`src/logic/flash_seq_defines.svh`:
```
/*
 * constants of the flash host controller: register map, field positions,
 * flash command codes, operation codes and bus-cycle timing.
 * assumes inclusion by the package and the controller only.
 */
`ifndef FLASH_SEQ_DEFINES_SVH
`define FLASH_SEQ_DEFINES_SVH

// flash pin widths
`define FL_ADDR_W        22
`define FL_DQ_W          16

// register byte offsets
`define REG_CTRL         8'h00
`define REG_ADDR         8'h04
`define REG_DATA         8'h08
`define REG_COUNT        8'h0C
`define REG_CMD          8'h10
`define REG_STATUS       8'h14
`define REG_RDATA        8'h18
`define REG_BUF_BASE     8'h40
`define REG_BUF_END      8'hC0

// ctrl fields
`define CTRL_WP          0
`define CTRL_BYTE        1
`define CTRL_ALT         2
`define CTRL_RP          3
// cmd fields
`define CMD_NOWAIT       4

// operation codes written to the cmd register
`define OP_CHIP_ERASE    4'h1
`define OP_WORD_WRITE    4'h2
`define OP_BUF_WRITE     4'h3
`define OP_SUSPEND       4'h4
`define OP_RESUME        4'h5
`define OP_CLEAR         4'h6
`define OP_READ_ARRAY    4'h7
`define OP_POLL          4'h8

// flash command codes and buffered write count limits
`define FC_CONFIRM       8'hD0
`define FC_WRITE         8'h40
`define FC_WRITE_ALT     8'h10
`define FC_BUF_SETUP     8'hE8
`define FC_CHIP_SETUP    8'h30
`define FC_SUSPEND       8'hB0
`define FC_RESUME        8'hD0
`define FC_CLEAR         8'h50
`define FC_READ_ARRAY    8'hFF
`define BW_MAX_X8        5'h1F
`define BW_MAX_X16       5'h0F

// status bit positions
`define ST_READY         7
`define ST_SUSP          6
`define ST_ERASE_ERR     5
`define ST_PROG_ERR      4
`define XST_BUF_AVAIL    7

// timing
`define CLK_NS           10
`define T_WE_LOW_NS      50
`define T_ACCESS_NS      100
`define WE_CYC           ((`T_WE_LOW_NS + `CLK_NS - 1) / `CLK_NS)
`define ACC_CYC          ((`T_ACCESS_NS + `CLK_NS - 1) / `CLK_NS)
`define HOLD_CYC         8'h01

`endif

```
`src/logic/flash_seq_pkg.sv`:
```
/*
 * types of the flash host controller: sequencer steps, bus phases,
 * flash pin bundle and the whole controller state.
 * assumes flash_seq_defines.svh on the include path.
 */
`include "flash_seq_defines.svh"

package flash_seq_pkg;

    typedef enum logic [3:0] {
        S_IDLE, S_CHIP_SETUP, S_CHIP_CONF, S_WW_SETUP, S_WW_DATA, S_BW_SETUP, S_BW_XSTAT,
        S_BW_COUNT, S_BW_DATA, S_BW_CONF, S_CMD1, S_RD_ARRAY, S_POLL
    } step_e;

    typedef enum logic [1:0] {P_NONE, P_WR, P_RD} phase_e;

    typedef struct packed {
        logic [`FL_ADDR_W-1:0] addr;
        logic [`FL_DQ_W-1:0]   dq;
        logic                  dq_oe;
        logic                  ce_n;
        logic                  oe_n;
        logic                  we_n;
        logic                  write_protect_pin;
        logic                  byte_n;
        logic                  reset_powerdown_n;
    } flash_out_s;

    typedef struct packed {
        step_e                 step;
        phase_e                phase;
        logic                  inflight;
        logic [7:0]            cnt;
        logic [3:0]            op;
        logic                  no_wait;
        logic [4:0]            idx;
        flash_out_s            flash;
        logic                  alt_setup;
        logic [7:0]            status_byte;
        logic [7:0]            ext_status;
        logic [15:0]           rdata;
        logic [15:0]           rd_val;
        logic                  busy;
        logic                  refused;
        logic                  erase_running;
        logic                  prog_in_suspend;
        logic                  suspended;
        logic                  rb_level;
        logic [`FL_ADDR_W-1:0] addr;
        logic [15:0]           data;
        logic [4:0]            count;
        logic [31:0][15:0]     buffer;
        logic                  pend_wr;
        logic                  pend_ok;
        logic [7:0]            pend_addr;
        logic [31:0]           hrdata;
    } state_s;

endpackage

```
`src/logic/flash_host_ctrl.sv`:
```
/*
 * host-side controller for a parallel flash: software orders chip erase,
 * word write, buffered write, suspend/resume (suspend refused while an erase runs) over ahb-lite registers,
 * and the block plays the command sequences out on the flash pins.
 * assumes one ahb-lite master, flash inputs synchronous to hclk, and an
 * external pull-up on the ready/busy line.
 */
// Register access over AHB-Lite and the register addresses were decided locally.
`timescale 1ns/10ps
`include "flash_seq_defines.svh"

module flash_host_ctrl #(
    parameter int BUF_DEPTH = 32
) (
    // clock and reset
    input  wire logic                       hclk,
    input  wire logic                       hresetn,
    // ahb-lite slave
    input  wire logic                       hsel,
    input  wire logic [31:0]                haddr,
    input  wire logic [1:0]                 htrans,
    input  wire logic                       hwrite,
    input  wire logic [2:0]                 hsize,
    input  wire logic [31:0]                hwdata,
    input  wire logic                       hready,
    output logic                            hreadyout,
    output logic [31:0]                     hrdata,
    output logic                            hresp,
    // flash pins
    output flash_seq_pkg::flash_out_s       flash_o,
    input  wire logic [`FL_DQ_W-1:0]        flash_dq_in,
    input  wire logic                       ready_busy_level
);

    if (BUF_DEPTH < 2 || BUF_DEPTH > 32) begin : g_chk
        $error("buffer depth must lie in 2..32");
    end

    localparam flash_seq_pkg::state_s RST = '{
        flash: '{ce_n: 1'b1, oe_n: 1'b1, we_n: 1'b1, byte_n: 1'b1, reset_powerdown_n: 1'b1, default: '0},
        step: flash_seq_pkg::S_IDLE, phase: flash_seq_pkg::P_NONE, default: '0};

    flash_seq_pkg::state_s s;
    flash_seq_pkg::state_s next_s;

    function automatic logic [31:0] read_mux(input flash_seq_pkg::state_s st, input logic [7:0] a);
        logic [31:0] r;
        r = 32'h0000_0000;
        if (a >= `REG_BUF_BASE && a < `REG_BUF_END) begin
            r = {16'h0000, st.buffer[5'((a - `REG_BUF_BASE) >> 2)]};
        end else begin
            case (a)
                `REG_CTRL:   r = {28'h000_0000, st.flash.reset_powerdown_n, st.alt_setup, ~st.flash.byte_n,
                                  st.flash.write_protect_pin};
                `REG_ADDR:   r = 32'(st.addr);
                `REG_DATA:   r = {16'h0000, st.data};
                `REG_COUNT:  r = {27'h000_0000, st.count};
                `REG_STATUS: r = {10'h000, st.rb_level, st.prog_in_suspend, st.erase_running, st.suspended,
                                  st.refused, st.busy, st.ext_status, st.status_byte};
                `REG_RDATA:  r = {16'h0000, st.rdata};
                default:     r = 32'h0000_0000;
            endcase
        end
        return r;
    endfunction

    always_comb begin
        logic                  go_wr;
        logic                  go_rd;
        logic [`FL_ADDR_W-1:0] wa;
        logic [15:0]           wd;
        logic                  ok;
        logic [4:0]            lim;
        next_s = s;
        go_wr  = 1'b0;
        go_rd  = 1'b0;
        wa     = s.addr;
        wd     = 16'h0000;
        ok     = 1'b1;
        lim    = s.flash.byte_n ? `BW_MAX_X16 : `BW_MAX_X8;
        // ready/busy: low while busy, floats high when ready
        // level sampled
        next_s.rb_level = ready_busy_level;

        // flash bus cycle progress
        case (s.phase)
            flash_seq_pkg::P_WR: begin
                if (s.cnt != 8'h00) begin
                    next_s.cnt = s.cnt - 8'h01;
                end else if (!s.flash.we_n) begin
                    next_s.flash.we_n = 1'b1;
                    next_s.cnt        = `HOLD_CYC;
                end else begin
                    next_s.flash.ce_n  = 1'b1;
                    next_s.flash.dq_oe = 1'b0;
                    next_s.phase       = flash_seq_pkg::P_NONE;
                end
            end
            flash_seq_pkg::P_RD: begin
                if (s.cnt != 8'h00) begin
                    next_s.cnt = s.cnt - 8'h01;
                end else begin
                    next_s.rd_val     = flash_dq_in;
                    next_s.flash.oe_n = 1'b1;
                    next_s.flash.ce_n = 1'b1;
                    next_s.phase      = flash_seq_pkg::P_NONE;
                end
            end
            default: ;
        endcase

        // sequencer: issue one bus cycle per step, advance once it is over
        if (s.step != flash_seq_pkg::S_IDLE && s.phase == flash_seq_pkg::P_NONE) begin
            next_s.inflight = ~s.inflight;
            if (!s.inflight) begin
                case (s.step)
                    flash_seq_pkg::S_CHIP_SETUP: begin go_wr = 1'b1; wd = 16'(`FC_CHIP_SETUP); end
                    flash_seq_pkg::S_CHIP_CONF:  begin go_wr = 1'b1; wd = 16'(`FC_CONFIRM); end
                    flash_seq_pkg::S_WW_SETUP: begin
                        go_wr = 1'b1;
                        wd    = s.alt_setup ? 16'(`FC_WRITE_ALT) : 16'(`FC_WRITE);
                    end
                    flash_seq_pkg::S_WW_DATA:  begin go_wr = 1'b1; wd = s.data; end
                    flash_seq_pkg::S_BW_SETUP: begin go_wr = 1'b1; wd = 16'(`FC_BUF_SETUP); end
                    flash_seq_pkg::S_BW_COUNT: begin go_wr = 1'b1; wd = 16'(s.count); end
                    flash_seq_pkg::S_BW_DATA: begin
                        go_wr = 1'b1;
                        wa    = s.addr + `FL_ADDR_W'(s.idx);
                        wd    = s.buffer[s.idx];
                    end
                    flash_seq_pkg::S_BW_CONF: begin go_wr = 1'b1; wd = 16'(`FC_CONFIRM); end
                    flash_seq_pkg::S_CMD1: begin
                        go_wr = 1'b1;
                        case (s.op)
                            `OP_SUSPEND: wd = 16'(`FC_SUSPEND);
                            `OP_RESUME:  wd = 16'(`FC_RESUME);
                            `OP_CLEAR:   wd = 16'(`FC_CLEAR);
                            default:     wd = 16'(`FC_READ_ARRAY);
                        endcase
                    end
                    default: go_rd = 1'b1;
                endcase
            end else begin
                case (s.step)
                    flash_seq_pkg::S_CHIP_SETUP: next_s.step = flash_seq_pkg::S_CHIP_CONF;
                    flash_seq_pkg::S_CHIP_CONF: begin
                        next_s.erase_running = 1'b1;
                        next_s.step = s.no_wait ? flash_seq_pkg::S_IDLE : flash_seq_pkg::S_POLL;
                    end
                    flash_seq_pkg::S_WW_SETUP: next_s.step = flash_seq_pkg::S_WW_DATA;
                    flash_seq_pkg::S_BW_SETUP: next_s.step = flash_seq_pkg::S_BW_XSTAT;
                    flash_seq_pkg::S_BW_XSTAT: begin
                        next_s.ext_status = s.rd_val[7:0];
                        next_s.step = s.rd_val[`XST_BUF_AVAIL] ? flash_seq_pkg::S_BW_COUNT
                                                               : flash_seq_pkg::S_BW_SETUP;
                    end
                    flash_seq_pkg::S_BW_COUNT: begin
                        next_s.idx  = 5'h00;
                        next_s.step = flash_seq_pkg::S_BW_DATA;
                    end
                    flash_seq_pkg::S_BW_DATA: begin
                        next_s.idx  = s.idx + 5'h01;
                        next_s.step = (s.idx == s.count) ? flash_seq_pkg::S_BW_CONF : flash_seq_pkg::S_BW_DATA;
                    end
                    flash_seq_pkg::S_WW_DATA, flash_seq_pkg::S_BW_CONF: begin
                        next_s.prog_in_suspend = s.prog_in_suspend | s.suspended;
                        next_s.step = s.no_wait ? flash_seq_pkg::S_IDLE : flash_seq_pkg::S_POLL;
                    end
                    flash_seq_pkg::S_CMD1: begin
                        case (s.op)
                            `OP_SUSPEND: next_s.step = flash_seq_pkg::S_POLL;
                            `OP_RESUME: begin
                                next_s.suspended = 1'b0;
                                next_s.step      = flash_seq_pkg::S_IDLE;
                            end
                            `OP_CLEAR: begin
                                next_s.status_byte = 8'h00;
                                next_s.step        = flash_seq_pkg::S_IDLE;
                            end
                            default: next_s.step = flash_seq_pkg::S_RD_ARRAY;
                        endcase
                    end
                    flash_seq_pkg::S_RD_ARRAY: begin
                        next_s.rdata = s.rd_val;
                        next_s.step  = flash_seq_pkg::S_IDLE;
                    end
                    flash_seq_pkg::S_POLL: begin
                        next_s.status_byte = s.rd_val[7:0];
                        // done when ready flag reads one, and for a suspend the suspend flag too
                        if (s.rd_val[`ST_READY] && (s.op != `OP_SUSPEND || s.rd_val[`ST_SUSP])) begin
                            next_s.erase_running   = 1'b0;
                            next_s.prog_in_suspend = 1'b0;
                            next_s.suspended       = s.suspended | (s.op == `OP_SUSPEND);
                            next_s.step            = flash_seq_pkg::S_IDLE;
                        end
                    end
                    default: next_s.step = flash_seq_pkg::S_IDLE;
                endcase
            end
        end
        if (next_s.step == flash_seq_pkg::S_IDLE) begin
            next_s.busy = 1'b0;
        end

        if (go_wr) begin
            next_s.phase       = flash_seq_pkg::P_WR;
            next_s.flash.addr  = wa;
            next_s.flash.dq    = wd;
            next_s.flash.dq_oe = 1'b1;
            next_s.flash.ce_n  = 1'b0;
            next_s.flash.we_n  = 1'b0;
            next_s.cnt         = 8'(`WE_CYC - 1);
        end
        if (go_rd) begin
            next_s.phase      = flash_seq_pkg::P_RD;
            next_s.flash.addr = s.addr;
            next_s.flash.ce_n = 1'b0;
            next_s.flash.oe_n = 1'b0;
            next_s.cnt        = 8'(`ACC_CYC - 1);
        end

        // ahb-lite: address phase captured, writes land in the data phase
        next_s.pend_wr   = hsel & hready & htrans[1] & hwrite;
        next_s.pend_ok   = (haddr[31:8] == 24'h00_0000);
        next_s.pend_addr = haddr[7:0];
        next_s.hrdata    = (hsel & hready & htrans[1] & ~hwrite & next_s.pend_ok) ? read_mux(s, haddr[7:0])
                                                                                 : 32'h0000_0000;
        if (s.pend_wr && s.pend_ok) begin
            if (s.pend_addr == `REG_CTRL) begin
                next_s.flash.write_protect_pin = hwdata[`CTRL_WP];
                next_s.flash.byte_n            = ~hwdata[`CTRL_BYTE];
                next_s.alt_setup               = hwdata[`CTRL_ALT];
                next_s.flash.reset_powerdown_n = hwdata[`CTRL_RP];
            end else if (!s.busy) begin
                // operands frozen while a sequence runs
                if (s.pend_addr >= `REG_BUF_BASE && s.pend_addr < `REG_BUF_END) begin
                    next_s.buffer[5'((s.pend_addr - `REG_BUF_BASE) >> 2)] = hwdata[15:0];
                end
                case (s.pend_addr)
                    `REG_ADDR:  next_s.addr  = hwdata[`FL_ADDR_W-1:0];
                    `REG_DATA:  next_s.data  = hwdata[15:0];
                    `REG_COUNT: next_s.count = hwdata[4:0];
                    `REG_CMD: begin
                        next_s.op      = hwdata[3:0];
                        next_s.no_wait = hwdata[`CMD_NOWAIT];
                        case (hwdata[3:0])
                            `OP_CHIP_ERASE: next_s.step = flash_seq_pkg::S_CHIP_SETUP;
                            `OP_WORD_WRITE: next_s.step = flash_seq_pkg::S_WW_SETUP;
                            `OP_BUF_WRITE: begin
                                ok = (s.count <= lim) && (5'(BUF_DEPTH - 1) >= s.count) &&
                                     !s.status_byte[`ST_PROG_ERR] && !s.status_byte[`ST_ERASE_ERR];
                                next_s.step = flash_seq_pkg::S_BW_SETUP;
                            end
                            `OP_SUSPEND: begin
                                ok = !s.erase_running;
                                next_s.step = flash_seq_pkg::S_CMD1;
                            end
                            `OP_RESUME: begin
                                ok = s.suspended && !s.prog_in_suspend;
                                next_s.step = flash_seq_pkg::S_CMD1;
                            end
                            `OP_CLEAR, `OP_READ_ARRAY: next_s.step = flash_seq_pkg::S_CMD1;
                            `OP_POLL:  next_s.step = flash_seq_pkg::S_POLL;
                            default:   ok = 1'b0;
                        endcase
                        if (!ok) begin
                            next_s.step = flash_seq_pkg::S_IDLE;
                        end
                        next_s.refused  = ~ok;
                        next_s.busy     = ok;
                        next_s.inflight = 1'b0;
                    end
                    default: ;
                endcase
            end
        end
    end

    always_ff @(posedge hclk or negedge hresetn) begin
        if (!hresetn) begin
            s <= RST;
        end else begin
            s <= next_s;
        end
    end

    assign hreadyout = 1'b1;
    assign hresp     = 1'b0;
    assign hrdata    = s.hrdata;
    assign flash_o   = s.flash;

endmodule

```
`config.mk`:
```
export PLATFORM = sky130hd
export DESIGN_NAME = flash_host_ctrl
export DESIGN_NICKNAME = d
export VERILOG_FILES = /design/src/logic/flash_seq_pkg.sv /design/src/logic/flash_host_ctrl.sv
export VERILOG_INCLUDE_DIRS = /design/src /design/src/logic
export SDC_FILE = /design/constraint.sdc
export NUM_CORES = 1
export LEC_CHECK = 0
export BUFFER_PORTS_ARGS = -buffer_cell sky130_fd_sc_hd__buf_2
export CAP_MARGIN = 10
export CORE_ASPECT_RATIO = 1.2
export CORE_MARGIN = 1
export CORE_UTILIZATION = 40
export CTS_CLUSTER_SIZE = 12
export DETAILED_ROUTE_END_ITERATION = 12
export SLEW_MARGIN = 0
export SYNTH_ARGS = -nofsm -noshare
export SYNTH_HDL_FRONTEND = slang
export SYNTH_SLANG_ARGS = --single-unit
export TNS_END_PERCENT = 50
```
`constraint.sdc`:
```
create_clock -name hclk -period 3.3 [get_ports hclk]
set_clock_uncertainty 0.05 [all_clocks]
set_input_delay 0.165 -clock hclk [delete_from_list [all_inputs] [get_ports hclk]]
set_output_delay 0.165 -clock hclk [all_outputs]
set_load 0.005 [all_outputs]
```
==> qor.csv, run 1 <==
stage,metric,value,unit
cts,cts-root-buf,clkbuf_16,
pwr,powerDensity,468.4,nW/µm²
critical_path,r2r_start,s[38],
cts,clkLatencyLatePin,0.64,ns
pwr,p_total,19.90,mW
grt,overflow,0,
cts,cts_tree,yes,
cts,cts_buffers,77,
logic_synthesis,synth_flop_cell,dfrtp_1,
logic_synthesis,synth_cell_types,76,
logic_synthesis,ys_ff_latch,712,
critical_path,critPathTopFamily,simple AND/OR/NAND/NOR gates,
critical_path,r2r_setup_slack,0.29,ns
critical_path,endpoint_kind,register,
grt,grt.total_usage,23.25,%
logic_synthesis,synth_seq_area_share,47.44,%
critical_path,slowest_stage,dfrtp_1,
grt,grt_pass1_vias,25510,
logic_synthesis,netlist_instances,2631,
pwr,vdd_drop_max,0.0003148,V
logic_synthesis,synth-edff-count,0,
grt,grt_max_degree,100,
timing,setup_violations,0,
min_path,hold_end,hrdata[6],
placed_design,dpl.hpwl,73290,µm
min_path,hold_class,primary input to register,
floorplanning,coreArea,92660,µm²
drt,vias_per_cell,5.983,
logic_synthesis,syn_area,37570,µm²
drt,final_antenna_net_count,0,
critical_path,slowest_delay,0.55,ns
finish,area_growth,13.10,%
drt,routed_wl,109300,µm
drt,dr.pass1.iters,6,
finish,drive_gt1_share,48.62,%
critical_path,crit_type,register to register,
floorplanning,io_pins,170,
min_path,hp-start,haddr[18],
cts,h-tree-depth,3,
timing,finalSetupTns,0,ns
timing,timing.fmax,332.6,MHz
floorplanning,row_count,122,
critical_path,path_cells,inv_1 -> ha_1 -> nor3b_4 -> and2_0 -> nand2_2 -> mux2_2,
timing,slew_headroom,31.89,%
drt,routed-via-count,24080,
cts,cts_setup_buffers,0,
critical_path,crit_start,s[38],
cts,clk_path_buf_depth,3,
logic_synthesis,ys_warn_count,0,
drt,drcViolationCount,0,
pwr,leakage,18.43,nW
run,cap_violations,0,
timing,finalMaxSlewViolations,0,
critical_path,worstPathArrival,3.45,ns
drt,post_drt_wl_per_cell,27.17,µm
timing,rsz0062_at_grt,no,
grt,grt_pass1_wl,164400,µm
floorplanning,die_x,281.8,µm
placed_design,gp_congestion,0.9198,
critical_path,worst_setup_path_start_kind,register,
floorplanning,design.die.area,95160,µm²
drt,drt_iter0_drc,2118,
cts,cts.clk_slew.worst_paths,0.06,ns
grt,antenna_found_initial,2,
logic_synthesis,synthArstFlopShare,100.0,%
timing,period_share,91.11,%
timing,period_needed,3.007,ns
placed_design,port_buffers,143,
min_path,holdPathStages,7,
critical_path,worstRegToRegCells,6,
finish,nets,2836,
floorplanning,initial_core_util,40.55,%
cts,cts_resized,0,
critical_path,required,3.74,ns
run_status,status,completed,
critical_path,critPathBufInv,1,
critical_path,path_max_fanout,17,
floorplanning,die_y,337.7,µm
timing,tightest_slew,1.022,ns
cts,numClockSinks,712,
critical_path,r2r-end,s[335],
timing,finalHoldViolCount,0,
logic_synthesis,synth.avg_cell_area,14.28,µm²
## registers in the layout (all words and copies together) (netlist names)
register	cells
hrdata	22
s	645
flash_o	45
## report_power, final
group,internal [mW],total (mW),leakage [nW],switching (mW)
clock network,4.78,8.44,1.20,3.66
registers,9.11,9.41,9.25,0.296
logic,0.906,2.06,7.98,1.15
## cells by family after synthesis
family	after synthesis	share of synthesized area, %
xor+xnor	28	0.6528
other cells	2	0.01999
mux	919	37.12
buf+inv	342	4.763
flops	712	47.44
fa+ha+maj	19	0.6528
compound gates	266	4.579
simple gates	343	4.769
## worst max path at each step
stage	to	cells past startpoint
detailed placement	s[94]	7
finish	s[335]	6
global placement	flash_o[19]	5
floorplan	s[367]	8
CTS	s[94]	7
global route	s[94]	7
## worst reg2reg max path, cell delays in order, from the launching register on
cell and delay (ns):
dfrtp_1 0.55, inv_1 0.17, ha_1 0.32, nor3b_4 0.37
and2_0 0.48, nand2_2 0.49, mux2_2 0.44
## metrics by stage
step | hold slack [ns] | instances | util [%] | setup slack (ns) | area [µm²]
5_1_grt | 0.1284 | 4024 | 45.86 | 0.2306 | 42490
3_5_place_dp | 0.2248 | 3848 | 42.81 | 0.3764 | 39660
4_1_cts | 0.07249 | 4023 | 45.86 | 0.3628 | 42490
2_1_floorplan | -0.1806 | 2641 | - | 0.8780 | 37610
6_report | 0.09089 | 4024 | 45.86 | 0.2933 | 42490
3_3_place_gp | 0.2286 | 3848 | 42.81 | 0.4195 | 39660
## layout make-up
cell class                      instances  area, µm²
Timing Repair Buffer                  307       2484
Tap cell                             1240       1551
Clock buffer                          114       2227
Sequential cell                       712      17830
Inverter                               41      153.9
Multi-Input combinational cell       1587      18030
Clock inverter                         22      209.0
Fill cell                            8012      50170
Antenna cell                            1      2.502
## placed cells by master (no fill, tap or decap), drive strengths merged, types with 16 or more instances in the layout
cell / count
nor4: 16
clkinv: 17
nand3: 35
xor2: 17
o22ai: 34
mux2: 594
mux4: 320
clkbuf: 114
o21ai: 81
a22oi: 39
ha: 18
nand2: 92
a21oi: 35
inv: 44
dfrtp: 707
nor2: 88
nor3: 30
buf: 268
dlygate4sd3: 39
## timing repair
| item | CTS | global route |
|---|---|---|
| endpoints found under the hold margin | 126 | 0 |
| hold buffers | 39 | 0 |
| endpoints found under the setup margin | 0 | 0 |
## synth_stat cells, drive strengths merged (11+ instances only)
cell / number / area share [%]
a22oi: 39 / 0.78
a21oi: 35 / 0.47
a22o: 15 / 0.35
a221oi: 13 / 0.30
clkbuf: 104 / 1.0
nand2: 92 / 0.96
xor2: 17 / 0.40
ha: 18 / 0.60
mux2: 594 / 18
nor2b: 15 / 0.25
nand4: 15 / 0.25
o21ai: 81 / 1.1
o22ai: 34 / 0.57
dfrtp: 707 / 47
mux4: 320 / 19
nand3: 35 / 0.52
buf: 197 / 3.3
xnor2: 11 / 0.26
nor4: 16 / 0.32
inv: 41 / 0.41
nor3: 30 / 0.46
nor2: 88 / 0.97
and3: 12 / 0.20
## per-layer routing
layer	vias up	wire length, µm	GRT usage, %
met5	-	10	0
met4	2	4603	10.13
met3	243	5835	3.511
met2	862	56310	40.64
met1	12850	42560	28.43
li1	10120	-	-
(Power assumes the default switching activity.)
==> inputs of run 2 (changes only) <==
- clock period: 3.3 -> 3 ns (I/O delays scaled with it)
==> run 2 against run 1 <==
Net effect: core utilization increased by 0.13 points; non-clock buffer count increased by 10; worst setup slack got worse by 0.073 ns; sequential cell count unchanged; clock power increased by 8.8%; die area unchanged; global-route usage increased by 0.35 points; cell area increased by 0.29%; first-iteration DRC count decreased by 15%; largest cell class unchanged; highest routed layer unchanged.
==> qor.csv, run 2 (same netlist as run 1, synthesis figures left out) <==
stage,metric,value,unit
run_status,status,completed,
critical_path,endpoint_kind,register,
critical_path,r2r_start,s[38],
placed_design,place_ws,0.2640,ns
drt,routed-via-count,24130,
finish,nets,2845,
floorplanning,die_y,337.7,µm
critical_path,required,3.46,ns
drt,post_drt_wl_per_cell,27.27,µm
floorplanning,die_x,281.8,µm
finish,drive_gt1_share,48.76,%
critical_path,worstRegToRegCells,6,
critical_path,worst_setup_path_start_kind,register,
timing,rsz0062_at_grt,no,
critical_path,r2r_setup_slack,0.22,ns
finish,mostFrequentLayoutCell,dfrtp_1,
timing,timing.fmax,359.7,MHz
timing,finalHoldViolCount,0,
critical_path,r2r-end,s[336],
timing,setup_slack,0.2202,ns
grt,overflow,0,
placed_design,gp_congestion,0.9328,
cts,cts_resized,0,
drt,drcViolationCount,0,
timing,tightest_slew,0.7385,ns
critical_path,path_max_fanout,17,
pwr,leakage,18.48,nW
pwr,vdd_drop_max,0.0003018,V
finish,regMostFlops,s,
run,cap_violations,0,
cts,clkLatencyLatePin,0.65,ns
cts,cts.clk_slew.worst_paths,0.06,ns
drt,final_antenna_net_count,0,
placed_design,port_buffers,143,
cts,clk_path_buf_depth,3,
pwr,powerDensity,512.2,nW/µm²
critical_path,slowest_delay,0.57,ns
grt,grt_pass1_vias,25720,
grt,grt_pass1_wl,166300,µm
critical_path,crit_start,s[38],
finish,largest_reg_flops,645,
critical_path,worstPathArrival,3.24,ns
drt,drt_iter0_drc,1791,
timing,period_share,92.66,%
finish,layout_common_cells,"703 x dfrtp_1, 594 x mux2_2, 320 x mux4_2, 140 x buf_2, 95 x buf_4",
grt,grt_max_degree,111,
critical_path,path_cells,inv_1 -> ha_1 -> nor3b_4 -> and2_0 -> nand2_2 -> mux2_2,
drt,routed_wl,109900,µm
cts,cts_tree,yes,
min_path,hold_class,primary input to async pin,
cts,h-tree-depth,3,
floorplanning,io_pins,170,
finish,area_growth,13.43,%
critical_path,crit_type,register to register,
floorplanning,design.die.area,95160,µm²
grt,antenna_found_initial,7,
floorplanning,initial_core_util,40.55,%
timing,finalMaxSlewViolations,0,
cts,numClockSinks,712,
timing,period_needed,2.780,ns
grt,grt.total_usage,23.60,%
timing,slew_headroom,50.07,%
floorplanning,row_count,122,
placed_design,dpl.hpwl,73540,µm
timing,finalSetupTns,0,ns
cts,cts-root-buf,clkbuf_16,
floorplanning,coreArea,92660,µm²
critical_path,slowest_stage,nand2_2,
drt,vias_per_cell,5.990,
drt,dr.pass1.iters,5,
timing,setup_violations,0,
cts,cts_buffers,76,
## run 2: routing by layer
metal  global-route usage (%)  up-vias  part of all wire, %
met5                        0        -                0.063
met4                    10.70       10                  4.5
met3                    3.545      288                  5.3
met2                    41.38      877                   52
met1                    28.58    12830                   38
li1                         -    10130                    -
## run 2: repair_timing
item | 4_1_cts | 5_1_grt
hold buffers | 39 | 0
setup buffers | 0 | 0
hold endpoints to repair | 463 | 0
## run 2: how the worst max path moves through the flow
stage,endpoint,slack [ns]
4_1_cts,flash_o[31],0.24
6_report,s[336],0.22
2_1_floorplan,s[367],0.58
5_1_grt,flash_o[31],0.11
3_5_place_dp,flash_o[31],0.26
3_3_place_gp,flash_o[31],0.31
## run 2: stage by stage
| stage | hold slack [ns] | util [%] | instance area, µm² | instances | total power, mW |
|---|---|---|---|---|---|
| floorplan | -0.1956 | - | 37610 | 2641 | 12.00 |
| global placement | 0.07682 | 42.98 | 39820 | 3858 | 12.69 |
| detailed placement | 0.08003 | 42.98 | 39820 | 3858 | 12.79 |
| CTS | 0.007936 | 45.99 | 42610 | 4027 | 22.05 |
| global route | 0.05662 | 45.99 | 42610 | 4029 | 22.67 |
| finish | 0.01760 | 45.99 | 42610 | 4029 | 21.83 |
## run 2: worst max-delay path, delay by kind of cell (launching register included)
kind | cells | cell delay [ns]
adders and majority gates | 1 | 0.29
buffers and inverters | 1 | 0.10
DFF | 1 | 0.36
muxes | 1 | 0.46
and+or+nand+nor | 3 | 1.39
## run 2: area by class of cell
class / count / area (µm²)
Tap cell: 1240 / 1551
Clock inverter: 16 / 147.6
Multi-Input combinational cell: 1587 / 18030
Fill cell: 8123 / 50040
Clock buffer: 114 / 2247
Sequential cell: 712 / 17830
Timing Repair Buffer: 317 / 2646
Antenna cell: 2 / 5.005
Inverter: 41 / 153.9
## run 2: where the power goes
part | switching (mW) | internal (mW) | total (mW) | leakage, nW
combinational | 1.27 | 1.01 | 2.28 | 8.06
sequential | 0.346 | 10.0 | 10.4 | 9.25
clock | 3.93 | 5.25 | 9.18 | 1.17
total | 5.54 | 16.3 | 21.8 | 18.5
